<file path="src/uts_pkg.sv">
package uts_pkg;

   // Register byte offsets on the APB bus.
   localparam logic [11:0] OFS_STATUS_CONTROL = 12'h000;
   localparam logic [11:0] OFS_TX_DATA        = 12'h004;
   localparam logic [11:0] OFS_BAUD_DIV       = 12'h008;
   localparam logic [11:0] OFS_IRQ_STATUS     = 12'h00C;
   localparam logic [11:0] OFS_IRQ_CLEAR      = 12'h010;
   localparam logic [11:0] OFS_IRQ_ENABLE     = 12'h014;

   // Field positions in uart_status_control.
   localparam int BIT_IRQ_SEL_HI  = 15;
   localparam int BIT_IDLE_POL    = 14;
   localparam int BIT_IRQ_SEL_LO  = 13;
   localparam int BIT_SYNC_BREAK  = 11;
   localparam int BIT_TX_ENABLE   = 10;
   localparam int BIT_BUF_FULL    = 9;
   localparam int BIT_SHIFT_EMPTY = 8;

   // Interrupt status, clear and enable layout.
   localparam int IRQ_BIT_TX    = 0;
   localparam int IRQ_BIT_BREAK = 1;
   localparam int IRQ_WIDTH     = 2;

   // Interrupt select encodings.
   localparam logic [1:0] SEL_ON_LOAD  = 2'h0;
   localparam logic [1:0] SEL_ON_DONE  = 2'h1;
   localparam logic [1:0] SEL_ON_EMPTY = 2'h2;

   // Frame shape and reset values.
   localparam int          DATA_BITS      = 8;
   localparam int          BREAK_BITS     = 12;
   localparam logic [15:0] BAUD_DIV_RESET = 16'h0010;
   localparam int          DEPTH_DEFAULT  = 4;

   typedef struct packed {
      logic       brk;
      logic [7:0] data;
   } uts_frame_t;

   typedef enum logic [1:0] {
      SH_IDLE  = 2'h0,
      SH_START = 2'h1,
      SH_BITS  = 2'h3,
      SH_STOP  = 2'h2
   } uts_shift_state_t;

endpackage

</file>
<file path="src/uts_shifter.sv">
module uts_shifter
(
   input  wire logic              pclk,
   input  wire logic              presetn,
   input  wire logic              bit_tick,
   input  wire logic              abort,
   input  wire logic              start,
   input  wire uts_pkg::uts_frame_t frame,
   output logic                   busy,
   output logic                   line_level,
   output logic                   done,
   output logic                   break_done
);

   uts_pkg::uts_shift_state_t state_reg;
   uts_pkg::uts_frame_t       frame_reg;
   logic [3:0]                cnt_reg;
   logic [3:0]                last_bit;

   assign last_bit = frame_reg.brk ? 4'(uts_pkg::BREAK_BITS - 1)
                                   : 4'(uts_pkg::DATA_BITS - 1);
   assign busy     = (state_reg != uts_pkg::SH_IDLE);

   always_ff @(posedge pclk or negedge presetn)
   begin
      if (!presetn)
      begin
         state_reg <= uts_pkg::SH_IDLE;
         frame_reg <= '0;
         cnt_reg   <= 4'h0;
      end
      else if (abort)
      begin
         state_reg <= uts_pkg::SH_IDLE;
         cnt_reg   <= 4'h0;
      end
      else
      begin
         unique case (state_reg)
            uts_pkg::SH_IDLE:
            begin
               if (start)
               begin
                  frame_reg <= frame;
                  cnt_reg   <= 4'h0;
                  state_reg <= uts_pkg::SH_START;
               end
            end
            uts_pkg::SH_START:
            begin
               if (bit_tick)
               begin
                  state_reg <= uts_pkg::SH_BITS;
               end
            end
            uts_pkg::SH_BITS:
            begin
               if (bit_tick)
               begin
                  if (cnt_reg == last_bit)
                  begin
                     state_reg <= uts_pkg::SH_STOP;
                  end
                  else
                  begin
                     cnt_reg <= cnt_reg + 4'h1;
                  end
               end
            end
            uts_pkg::SH_STOP:
            begin
               if (bit_tick)
               begin
                  state_reg <= uts_pkg::SH_IDLE;
               end
            end
         endcase
      end
   end

   // A break sends zeros in every bit slot instead of data bits.
   always_comb
   begin
      unique case (state_reg)
         uts_pkg::SH_IDLE:  line_level = 1'b1;
         uts_pkg::SH_START: line_level = 1'b0;
         uts_pkg::SH_BITS:  line_level = !frame_reg.brk &&
                                         frame_reg.data[cnt_reg[2:0]];
         uts_pkg::SH_STOP:  line_level = 1'b1;
      endcase
   end

   assign done = (state_reg == uts_pkg::SH_STOP) && bit_tick && !abort;
   assign break_done = done && frame_reg.brk;

endmodule

</file>
<file path="src/uts_tx_ctrl.sv">
module uts_tx_ctrl
#(
   parameter int          DEPTH     = uts_pkg::DEPTH_DEFAULT,
   parameter logic [15:0] DIV_RESET = uts_pkg::BAUD_DIV_RESET
)
(
   input  wire logic        pclk,
   input  wire logic        presetn,
   input  wire logic        psel,
   input  wire logic        penable,
   input  wire logic        pwrite,
   input  wire logic [11:0] paddr,
   input  wire logic [31:0] pwdata,
   output logic      [31:0] prdata,
   output logic             pready,
   output logic             pslverr,
   input  wire logic        port_tx_level,
   output logic             serial_tx_pin,
   output logic             serial_tx_owned,
   output logic             irq
);

   localparam int PW = (DEPTH > 1) ? $clog2(DEPTH) : 1;
   localparam int CW = $clog2(DEPTH + 1);

   logic [1:0]          tx_irq_select_reg;
   logic                tx_idle_polarity_reg;
   logic                tx_sync_break_reg;
   logic                tx_enable_bit_reg;
   logic [15:0]         baud_div_reg;
   logic [15:0]         baud_cnt_reg;
   logic [uts_pkg::IRQ_WIDTH-1:0] irq_status_reg;
   logic [uts_pkg::IRQ_WIDTH-1:0] irq_enable_reg;
   logic [uts_pkg::IRQ_WIDTH-1:0] irq_event;
   logic [7:0]          buf_mem [DEPTH];
   logic [PW-1:0]       wr_ptr_reg;
   logic [PW-1:0]       rd_ptr_reg;
   logic [CW-1:0]       count_reg;
   logic [CW-1:0]       count_next;
   logic [31:0]         prdata_reg;
   logic                serial_tx_pin_reg;
   logic                access;
   logic                mapped;
   logic                ctl_wr;
   logic                data_wr;
   logic                abort;
   logic                bit_tick;
   logic                load;
   logic                push;
   logic                pop;
   logic                busy;
   logic                line_level;
   logic                shift_done;
   logic                break_done;
   logic                tx_buffer_full;
   logic                tx_shifter_empty;
   logic                tx_event;
   logic [15:0]         status_word;
   uts_pkg::uts_frame_t frame;

   assign access  = psel && penable;
   assign mapped  = (paddr == uts_pkg::OFS_STATUS_CONTROL) ||
                    (paddr == uts_pkg::OFS_TX_DATA) ||
                    (paddr == uts_pkg::OFS_BAUD_DIV) ||
                    (paddr == uts_pkg::OFS_IRQ_STATUS) ||
                    (paddr == uts_pkg::OFS_IRQ_CLEAR) ||
                    (paddr == uts_pkg::OFS_IRQ_ENABLE);
   assign pready  = 1'b1;
   assign pslverr = access && !mapped;
   assign prdata  = prdata_reg;
   assign ctl_wr  = access && pwrite &&
                    (paddr == uts_pkg::OFS_STATUS_CONTROL);
   assign data_wr = access && pwrite && (paddr == uts_pkg::OFS_TX_DATA);

   // Abort acts in the same edge that clears the enable bit.
   assign abort = ctl_wr && !pwdata[uts_pkg::BIT_TX_ENABLE];

   // Control fields; bit twelve has no storage at all.
   always_ff @(posedge pclk or negedge presetn)
   begin
      if (!presetn)
      begin
         tx_irq_select_reg    <= uts_pkg::SEL_ON_LOAD;
         tx_idle_polarity_reg <= 1'b0;
         tx_enable_bit_reg    <= 1'b0;
      end
      else if (ctl_wr)
      begin
         tx_irq_select_reg    <= {pwdata[uts_pkg::BIT_IRQ_SEL_HI],
                                  pwdata[uts_pkg::BIT_IRQ_SEL_LO]};
         tx_idle_polarity_reg <= pwdata[uts_pkg::BIT_IDLE_POL];
         tx_enable_bit_reg    <= pwdata[uts_pkg::BIT_TX_ENABLE];
      end
   end

   // A software write in the completion cycle wins over the hardware clear.
   always_ff @(posedge pclk or negedge presetn)
   begin
      if (!presetn)
      begin
         tx_sync_break_reg <= 1'b0;
      end
      else if (ctl_wr)
      begin
         tx_sync_break_reg <= pwdata[uts_pkg::BIT_SYNC_BREAK];
      end
      else if (break_done)
      begin
         tx_sync_break_reg <= 1'b0;
      end
   end

   always_ff @(posedge pclk or negedge presetn)
   begin
      if (!presetn)
      begin
         baud_div_reg   <= DIV_RESET;
         irq_enable_reg <= '0;
      end
      else if (access && pwrite)
      begin
         if (paddr == uts_pkg::OFS_BAUD_DIV)
         begin
            baud_div_reg <= pwdata[15:0];
         end
         if (paddr == uts_pkg::OFS_IRQ_ENABLE)
         begin
            irq_enable_reg <= pwdata[uts_pkg::IRQ_WIDTH-1:0];
         end
      end
   end

   // Restarting the divider on load keeps the start bit a full bit long.
   always_ff @(posedge pclk or negedge presetn)
   begin
      if (!presetn)
      begin
         baud_cnt_reg <= 16'h0000;
      end
      else if (load || bit_tick || !tx_enable_bit_reg)
      begin
         baud_cnt_reg <= 16'h0000;
      end
      else
      begin
         baud_cnt_reg <= baud_cnt_reg + 16'h0001;
      end
   end

   assign bit_tick = tx_enable_bit_reg && (baud_cnt_reg == baud_div_reg);

   // Writes to a full or disabled buffer are dropped silently.
   assign tx_buffer_full   = (count_reg == CW'(DEPTH));
   assign push  = data_wr && tx_enable_bit_reg && !tx_buffer_full;
   assign load  = tx_enable_bit_reg && !abort && !busy &&
                  (tx_sync_break_reg || (count_reg != '0));
   assign pop   = load && !tx_sync_break_reg;
   assign count_next = count_reg + CW'(push) - CW'(pop);
   assign frame = '{brk: tx_sync_break_reg, data: buf_mem[rd_ptr_reg]};

   always_ff @(posedge pclk)
   begin
      if (push)
      begin
         buf_mem[wr_ptr_reg] <= pwdata[7:0];
      end
   end

   always_ff @(posedge pclk or negedge presetn)
   begin
      if (!presetn)
      begin
         wr_ptr_reg <= '0;
         rd_ptr_reg <= '0;
         count_reg  <= '0;
      end
      else if (abort)
      begin
         wr_ptr_reg <= '0;
         rd_ptr_reg <= '0;
         count_reg  <= '0;
      end
      else
      begin
         if (push)
         begin
            wr_ptr_reg <= (wr_ptr_reg == PW'(DEPTH - 1)) ? '0
                                                         : wr_ptr_reg + 1'b1;
         end
         if (pop)
         begin
            rd_ptr_reg <= (rd_ptr_reg == PW'(DEPTH - 1)) ? '0
                                                         : rd_ptr_reg + 1'b1;
         end
         count_reg <= count_next;
      end
   end

   uts_shifter u_shifter
   (
      .pclk       (pclk),
      .presetn    (presetn),
      .bit_tick   (bit_tick),
      .abort      (abort),
      .start      (load),
      .frame      (frame),
      .busy       (busy),
      .line_level (line_level),
      .done       (shift_done),
      .break_done (break_done)
   );

   assign tx_shifter_empty = !busy && (count_reg == '0);

   always_comb
   begin
      unique case (tx_irq_select_reg)
         uts_pkg::SEL_ON_LOAD:  tx_event = pop;
         uts_pkg::SEL_ON_DONE:  tx_event = shift_done && (count_next == '0);
         uts_pkg::SEL_ON_EMPTY: tx_event = pop && (count_next == '0);
         default:               tx_event = 1'b0;
      endcase
   end

   assign irq_event = {break_done, tx_event};

   // Per bit, a new event wins over a clear in the same cycle.
   for (genvar i = 0; i < uts_pkg::IRQ_WIDTH; i++)
   begin : g_irq
      always_ff @(posedge pclk or negedge presetn)
      begin
         if (!presetn)
         begin
            irq_status_reg[i] <= 1'b0;
         end
         else if (irq_event[i])
         begin
            irq_status_reg[i] <= 1'b1;
         end
         else if (access && pwrite &&
                  paddr == uts_pkg::OFS_IRQ_CLEAR && pwdata[i])
         begin
            irq_status_reg[i] <= 1'b0;
         end
      end
   end

   assign irq = |(irq_status_reg & irq_enable_reg);

   // The pin is registered so it never glitches on the mux select.
   always_ff @(posedge pclk or negedge presetn)
   begin
      if (!presetn)
      begin
         serial_tx_pin_reg <= 1'b0;
      end
      else if (tx_enable_bit_reg)
      begin
         serial_tx_pin_reg <= tx_idle_polarity_reg ? line_level
                                                   : !line_level;
      end
      else
      begin
         serial_tx_pin_reg <= port_tx_level;
      end
   end

   assign serial_tx_pin   = serial_tx_pin_reg;
   assign serial_tx_owned = tx_enable_bit_reg;

   assign status_word = {tx_irq_select_reg[1], tx_idle_polarity_reg,
                         tx_irq_select_reg[0], 1'b0,
                         tx_sync_break_reg, tx_enable_bit_reg,
                         tx_buffer_full, tx_shifter_empty, 8'h00};

   // Read data is captured in the setup cycle and shown in the access.
   always_ff @(posedge pclk or negedge presetn)
   begin
      if (!presetn)
      begin
         prdata_reg <= 32'h00000000;
      end
      else if (psel && !penable && !pwrite)
      begin
         unique case (paddr)
            uts_pkg::OFS_STATUS_CONTROL: prdata_reg <= {16'h0000, status_word};
            uts_pkg::OFS_BAUD_DIV:   prdata_reg <= {16'h0000, baud_div_reg};
            uts_pkg::OFS_IRQ_STATUS:
               prdata_reg <= {30'h00000000, irq_status_reg};
            uts_pkg::OFS_IRQ_ENABLE:
               prdata_reg <= {30'h00000000, irq_enable_reg};
            default:                 prdata_reg <= 32'h00000000;
         endcase
      end
   end

   chk_idle_level: assert property (@(posedge pclk) disable iff (!presetn)
      tx_enable_bit_reg && !busy && !ctl_wr |=>
      serial_tx_pin == tx_idle_polarity_reg)
      else $error("Idle line level does not follow polarity bit.");

   chk_break_clear: assert property (@(posedge pclk) disable iff (!presetn)
      break_done && !ctl_wr |=> !tx_sync_break_reg)
      else $error("Break bit not cleared after break frame.");

   chk_break_low: assert property (@(posedge pclk) disable iff (!presetn)
      load && tx_sync_break_reg && tx_idle_polarity_reg && !ctl_wr
      ##1 !ctl_wr |=> !serial_tx_pin)
      else $error("Break frame does not drive the line active.");

   chk_pin_owned: assert property (@(posedge pclk) disable iff (!presetn)
      ctl_wr && pwdata[uts_pkg::BIT_TX_ENABLE] |=> serial_tx_owned)
      else $error("Transmitter did not take the pin when enabled.");

   chk_disable_flush: assert property (@(posedge pclk) disable iff (!presetn)
      abort |=> count_reg == '0 && !busy && !serial_tx_owned)
      else $error("Disable did not abort and empty the buffer.");

   chk_full_refuse: assert property (@(posedge pclk) disable iff (!presetn)
      tx_buffer_full && data_wr && !load && !abort |=>
      $stable(count_reg) && tx_buffer_full)
      else $error("Write to a full buffer changed its fill.");

   chk_shifter_flag: assert property (@(posedge pclk) disable iff (!presetn)
      load |=> !tx_shifter_empty)
      else $error("Shifter empty flag high while shifting.");

   chk_bit12_zero: assert property (@(posedge pclk) disable iff (!presetn)
      access && !pwrite && paddr == uts_pkg::OFS_STATUS_CONTROL |->
      prdata[12] == 1'b0)
      else $error("Unimplemented bit twelve read as one.");

   chk_irq_load: assert property (@(posedge pclk) disable iff (!presetn)
      pop && tx_irq_select_reg == uts_pkg::SEL_ON_LOAD |=>
      irq_status_reg[uts_pkg::IRQ_BIT_TX])
      else $error("Load interrupt not raised on shifter load.");

   cov_break_done: cover property (@(posedge pclk) disable iff (!presetn)
      break_done);
   cov_buffer_full: cover property (@(posedge pclk) disable iff (!presetn)
      tx_buffer_full && busy);
   cov_irq_out: cover property (@(posedge pclk) disable iff (!presetn)
      $rose(irq));
   cov_abort_busy: cover property (@(posedge pclk) disable iff (!presetn)
      abort && busy);

endmodule
</file>
<file path="config.mk">
export PLATFORM = sky130hd
export DESIGN_NAME = uts_tx_ctrl
export DESIGN_NICKNAME = d
export VERILOG_FILES = /design/src/uts_pkg.sv /design/src/uts_shifter.sv /design/src/uts_tx_ctrl.sv
export SDC_FILE = /design/constraint.sdc
export NUM_CORES = 1
export LEC_CHECK = 0
export BUFFER_PORTS_ARGS = -buffer_cell sky130_fd_sc_hd__buf_4
export CORE_UTILIZATION = 57
export DETAILED_ROUTE_END_ITERATION = 16
export PLACE_DENSITY = 0.88
export RECOVER_POWER = 100
export SYNTH_ARGS = -nofsm -noshare
export SYNTH_HDL_FRONTEND = slang
export SYNTH_HIERARCHICAL = 1
export SYNTH_SLANG_ARGS = --single-unit
</file>
<file path="constraint.sdc">
create_clock -name pclk -period 3.61 [get_ports pclk]
set_input_delay 0.5415 -clock pclk [delete_from_list [all_inputs] [get_ports pclk]]
set_output_delay 0.5415 -clock pclk [all_outputs]
set_load 0.05 [all_outputs]
</file>
After elaboration in Yosys (flattened, before gate mapping) --
Memories as Yosys holds them, arrays and structs flattened. A register that Yosys moved wholly into a read port is not among the register bits. Index checks and enable logic that the tools add are counted.
Cells by class: reduce and logical (&&, ||, !) cells 65, order comparisons 1, bitwise logic cells 2, eq/ne operators 21, add/sub/neg operators 6, multiplexer cells 36
Operator list (count):
- 16-bit one-hot mux with 4 select lines | 1
- 1-bit logical AND | 25
- 12-bit by 4-bit equality test with 1-bit output (second input constant) | 2
- 12-bit by 5-bit equality test with 1-bit output (second input constant) | 2
- 2-bit 2-to-1 mux | 12
- 4-bit 2-to-1 mux | 5
- 16-bit by 1-bit adder with 16-bit output (second input constant) | 1
- 16-bit equality test | 1
- 16-bit 2-to-1 mux | 1
- 3-bit by 2-bit != test with 1-bit output (second input constant) | 5
- 12-bit by 3-bit equality test with 1-bit output (second input constant) | 1
- 1-bit zero test | 12
- 12-bit zero test | 1
- 2-bit nonzero test | 6
- 1-bit 2-to-1 mux | 11
- 2-bit equality test (second input constant) | 5
- 1-bit logical OR | 8
- 2-bit one-hot mux with 4 select lines | 1
- 4-bit one-hot mux with 2 select lines | 1
- 3-bit zero test | 2
- 1-bit one-hot mux with 3 select lines | 2
- 3-bit nonzero test | 2
- 5-bit AND reduction | 1
- 2-bit by 1-bit adder with 2-bit output (second input constant) | 2
- 17 further kinds | 21
Word-level totals: bits in writable memories 32, bits of input ports 50, output and inout bits 37, register bits after elaboration 88, word-level logic and storage cells 149, memories kept 1
Memories:
- buf_mem | depth 4, bits a word 8, read ports 1, clocked after memory_dff 1, write ports 1, RTL line uts_tx_ctrl.sv:35 | logic [7:0] buf_mem [DEPTH];

Logic depth before layout (Yosys ltp) --
word-level depth 14, gate-level depth with buffers 15

Modules after synthesis --
Netlist, hierarchy kept.
By module, submodules not included:
- uts_tx_ctrl | cells an instance 389, seq. area each 2588.7 um^2, area each 4734.5 um^2, times used 1
- uts_shifter | cells an instance 65, seq. area each 375.4 um^2, area each 792.0 um^2, times used 1

Worst setup path before layout --
Ideal clock, no wire load.
path type input to register, start point in paddr[9], end point reg irq_status_reg[0] (netlist bit), cell stages on the path 15, path buffers 1, slack 0.020 ns, data arrival time 3.469 ns, cells stage by stage or4_4 > or3_1 > buf_6 > o31ai_2 > inv_1 > ha_1 > inv_1 > ha_1 > inv_1 > fa_1 > xor2_1 > xnor2_1 > o211ai_1 > o21ai_1 > a22o_1
On the way: longest elaborated chain between the ends 13, elaborated cells on any way between the ends 24
RTL lines:
- start, declared | RTL line uts_tx_ctrl.sv:12 | input wire logic [11:0] paddr,
- branches (longest 13 deep; another with 3-bit by 1-bit adder with 3-bit output)
- end signal, assigned by index | RTL line uts_tx_ctrl.sv:234 | irq_status_reg[i] <= 1'b0;
- end signal, assigned by index | RTL line uts_tx_ctrl.sv:238 | irq_status_reg[i] <= 1'b1;
- end signal, assigned by index | RTL line uts_tx_ctrl.sv:243 | irq_status_reg[i] <= 1'b0;
- end, declared | RTL line uts_tx_ctrl.sv:32 | logic [uts_pkg::IRQ_WIDTH-1:0] irq_status_reg;
Parallel ways; which one is timed is not known. A chain may end at the register's enable or synchronous reset.

Worst setup path after layout --
Ends and elaborated chain as after synthesis.

==> out/qor.json <==
{
  "run_status": {
    "status": "finished, violations left",
    "failed_checks": "max-capacitance violations, max-slew violations"
  },
  "yosys": {
    "ys_async_sr_fraction_pct": 71.43,
    "post_synth_main_area_contributors": "sky130_fd_sc_hd__dfrtp_1 36%, sky130_fd_sc_hd__edfxtp_1 17%, sky130_fd_sc_hd__mux2_2 6.1%, sky130_fd_sc_hd__mux4_2 4.1%, sky130_fd_sc_hd__xor2_1 4.0%",
    "synth_edf_count": 32,
    "synthCells": 454,
    "synth.avg_cell_area_um2": 12.17,
    "synth_cell_types": 57,
    "synth-main-ff-cell": "sky130_fd_sc_hd__dfrtp_1",
    "synth.ff_latch_count": 112,
    "synthesis.area_um2": 5527,
    "synth.yosys.warnings": 6,
    "ys_seq_area_share_pct": 53.63,
    "synth_top_area_share_pct": 35.77,
    "synth_largest_area_cell": "sky130_fd_sc_hd__dfrtp_1"
  },
  "floorplanning": {
    "floorplan.io_pins": 87,
    "fp.coreArea_um2": 9328,
    "die_w_um": 100.5,
    "initial_core_util_pct": 59.25,
    "dieHeight_um": 100.5,
    "num_rows": 35,
    "fp.dieArea_um2": 10090
  },
  "timing": {
    "final-max-slew-violation-count": 98,
    "tightest_slew_ns": 1.950,
    "rsz_0062_raised_after_global_routing": "false",
    "timing.fmax_mhz": 307.7,
    "hold_viol": 0,
    "timing.final.ws_setup_ns": 0.3600,
    "final_min_period_over_clock_period_pct": 90.03,
    "clock_skew_ns": 0.01047,
    "setup_total_negative_slack_ns": 0,
    "post-route-min-period_ns": 3.250,
    "slew-limit-headroom_pct": -29.98,
    "setup_viol_count_final": 0
  },
  "grt": {
    "antenna_violations_before_repair": 0,
    "grt_pass1_vias": 3794,
    "maximum_number_of_pins_on_one_net_before_global_route_repair": 81,
    "grt_overflow_total": 0,
    "grt_pass1_wl_um": 19090,
    "global_route.usage.total_pct": 25.34
  },
  "place": {
    "gp_congestion": 0.9082,
    "place.detailed.hpwl_um": 8440,
    "place_worst_setup_slack_ns": 0.05314,
    "port_buffers": 53
  },
  "route": {
    "dr.pass1.iters": 5,
    "drt-total-wl_um": 11670,
    "avgViaCountPerCell": 5.781,
    "post-route-drc-count": 0,
    "drt_first_iter_violations": 217,
    "route.detailed.wl_per_inst_um": 18.12,
    "num_vias": 3723,
    "route.antenna.remaining_nets": 0
  },
  "cts": {
    "cts_tree": "done",
    "cts_setup_buffers": 0,
    "clock_insertion_delay_worst_skew_ns": 0.38,
    "hold_buffers": 0,
    "tritoncts.num_buffers": 9,
    "htreeDepth": 3,
    "clock_tree.root_cell": "sky130_fd_sc_hd__clkbuf_8",
    "clk_pin_slew_worst_paths_ns": 0.10,
    "ctsLongestPathBuffers": 2,
    "cts_sink_cnt": 112,
    "postCtsResizedCells": 0
  },
  "setup_path": {
    "register_to_register_path_setup_slack_ns": 0.58,
    "worstPathRequired_ns": 3.88,
    "worstSetupStartpointType": "primary input",
    "cp_max_fo": 3,
    "startpoint": "paddr[9]",
    "timing.rr.end": "irq_status_reg[0]$_DFFE_PN0P_",
    "worstRegToRegCells": 15,
    "worst_ep_arrival_time_ns": 3.52,
    "worst_setup_path_endpoint": "irq_status_reg[0]$_DFFE_PN0P_",
    "worst-setup-path-type": "in2reg",
    "reg2reg_from": "u_shifter/state_reg[0]$_DFFE_PN0P_",
    "crit_path_end_kind": "register"
  },
  "finish": {
    "num-fill-cells": 694,
    "multi_input_combinational_cell_area_um2": 2317,
    "area.growth.synth_to_final_pct": 8.897,
    "largest_register_ff_count": 32,
    "diodes": 0,
    "final_net_count": 573,
    "combined_flip_flop_and_latch_cell_area_um2": 2964,
    "regMostFlops": "buf_mem",
    "final_layout_size_suffix_gt1_share_pct": 18.83
  },
  "worst_hold_path": {
    "holdCritPathClass": "in2reg",
    "hold-path-cell-count": 3
  },
  "power_and_ir_drop": {
    "powerDensity_nw_per_um2": 499.4,
    "cellLeakagePower_nw": 2.513,
    "vdd.ir_drop.worst_mv": 0.3066
  },
  "run": {
    "max_cap_viol_count": 2
  }
}
-- cells in the mapped netlist (all sizes together), types with 2 or more instances --
library cell / n
o31ai: 4
nand2: 39
and2: 6
a21oi: 3
nand3: 12
a32oi: 2
edfxtp: 32
nor2b: 2
o21ai: 25
nor3b: 5
or3: 3
and3: 3
mux2i: 7
a22o: 2
inv: 12
conb: 2
ha: 12
nand2b: 5
xor2: 25
clkbuf: 11
mux2: 30
nor4: 7
nand3b: 3
nand4: 8
a22oi: 6
nor2: 24
or3b: 3
xnor2: 9
buf: 22
mux4: 10
nor3: 22
a32o: 2
dfrtp: 79
or2: 3
-- how the worst min path moves through the flow --
| stage | start | end |
|---|---|---|
| 4_1_cts | presetn | prdata[14]$_DFFE_PN0P_ |
| 3_3_place_gp | prdata[12]$_DFFE_PN0P_ | prdata[12]$_DFFE_PN0P_ |
| 3_5_place_dp | prdata[3]$_DFFE_PN0P_ | prdata[3]$_DFFE_PN0P_ |
| 5_1_grt | pwdata[13] | tx_irq_select_reg[0]$_DFFE_PN0N_ |
| 2_1_floorplan | presetn | baud_cnt_reg[0]$_DFF_PN0_ |
| 6_report | pwdata[13] | tx_irq_select_reg[0]$_DFFE_PN0N_ |
-- kinds of logic after synthesis --
family	synth area share, %
simple gates	15.17
buf+inv	4.664
compound gates	6.475
mux	11.46
xor+xnor	5.388
other cells	0.1359
flops	53.63
fa+ha+maj	3.079
-- stage by stage --
step	util [%]	cell area, µm²	instances	hold slack, ns	power [mW]
after detailed placement	64.41	6008	628	0.4752	2.352
final	64.52	6018	644	0.3866	3.006
after floorplan	-	5583	469	0.2459	2.142
after global placement	64.41	6008	628	0.4717	2.292
after global routing	64.52	6018	644	0.3832	3.156
after CTS	66.47	6200	644	0.3588	3.054
-- area by class of cell --
class | count | area share, %
well taps | 129 | 2.682
multi-input cells | 311 | 38.50
inverters | 13 | 0.8108
flip-flops and latches | 112 | 49.25
clock inverters | 6 | 0.7069
clock buffers | 10 | 2.474
repair buffers | 63 | 5.572
-- power breakdown --
part / switching, mW / total [mW] / internal (mW)
combinational: 0.371 / 0.719 / 0.348
clock: 0.411 / 0.703 / 0.293
sequential: 0.167 / 1.58 / 1.42
-- cell usage in the layout, fill, tap and decap left out, types with 5 or more instances in the layout --
cell and instances:
sky130_fd_sc_hd__ha_1 12, sky130_fd_sc_hd__clkbuf_1 36, sky130_fd_sc_hd__inv_1 12, sky130_fd_sc_hd__mux2_2 29, sky130_fd_sc_hd__dfrtp_1 79, sky130_fd_sc_hd__mux2i_1 7
sky130_fd_sc_hd__nor3_2 9, sky130_fd_sc_hd__xnor2_1 9, sky130_fd_sc_hd__clkbuf_8 9, sky130_fd_sc_hd__nand3_1 12, sky130_fd_sc_hd__nor2_1 24, sky130_fd_sc_hd__nand2_1 39
sky130_fd_sc_hd__nor4_1 7, sky130_fd_sc_hd__xor2_1 25, sky130_fd_sc_hd__a22oi_1 6, sky130_fd_sc_hd__o21ai_0 24, sky130_fd_sc_hd__nor3b_1 5, sky130_fd_sc_hd__and2_0 6
sky130_fd_sc_hd__buf_4 24, sky130_fd_sc_hd__nand2b_1 5, sky130_fd_sc_hd__mux4_2 10, sky130_fd_sc_hd__conb_1 17, sky130_fd_sc_hd__edfxtp_1 32, sky130_fd_sc_hd__nand4_1 8
sky130_fd_sc_hd__nor3_1 13
-- critical path, stage by stage --
cell and delay, ns:
sky130_fd_sc_hd__clkbuf_4 0.11, sky130_fd_sc_hd__or4_1 0.57, sky130_fd_sc_hd__or3_1 0.36, sky130_fd_sc_hd__o31ai_1 0.28
sky130_fd_sc_hd__inv_1 0.08, sky130_fd_sc_hd__ha_1 0.29, sky130_fd_sc_hd__inv_1 0.06, sky130_fd_sc_hd__ha_1 0.13
sky130_fd_sc_hd__inv_1 0.05, sky130_fd_sc_hd__fa_1 0.38, sky130_fd_sc_hd__xor2_1 0.16, sky130_fd_sc_hd__xnor2_1 0.15
sky130_fd_sc_hd__o211ai_1 0.09, sky130_fd_sc_hd__o21ai_1 0.09, sky130_fd_sc_hd__a22o_1 0.19
-- layer usage --
metal	vias to the layer above	global-route usage, %	routed length [µm]
met1	1854	33.64	4899
met3	23	5.340	740
met5	-	0	0
li1	1706	-	-
met2	140	41.15	5780
met4	0	10.14	252
Power figures use the tool's default switching activity.
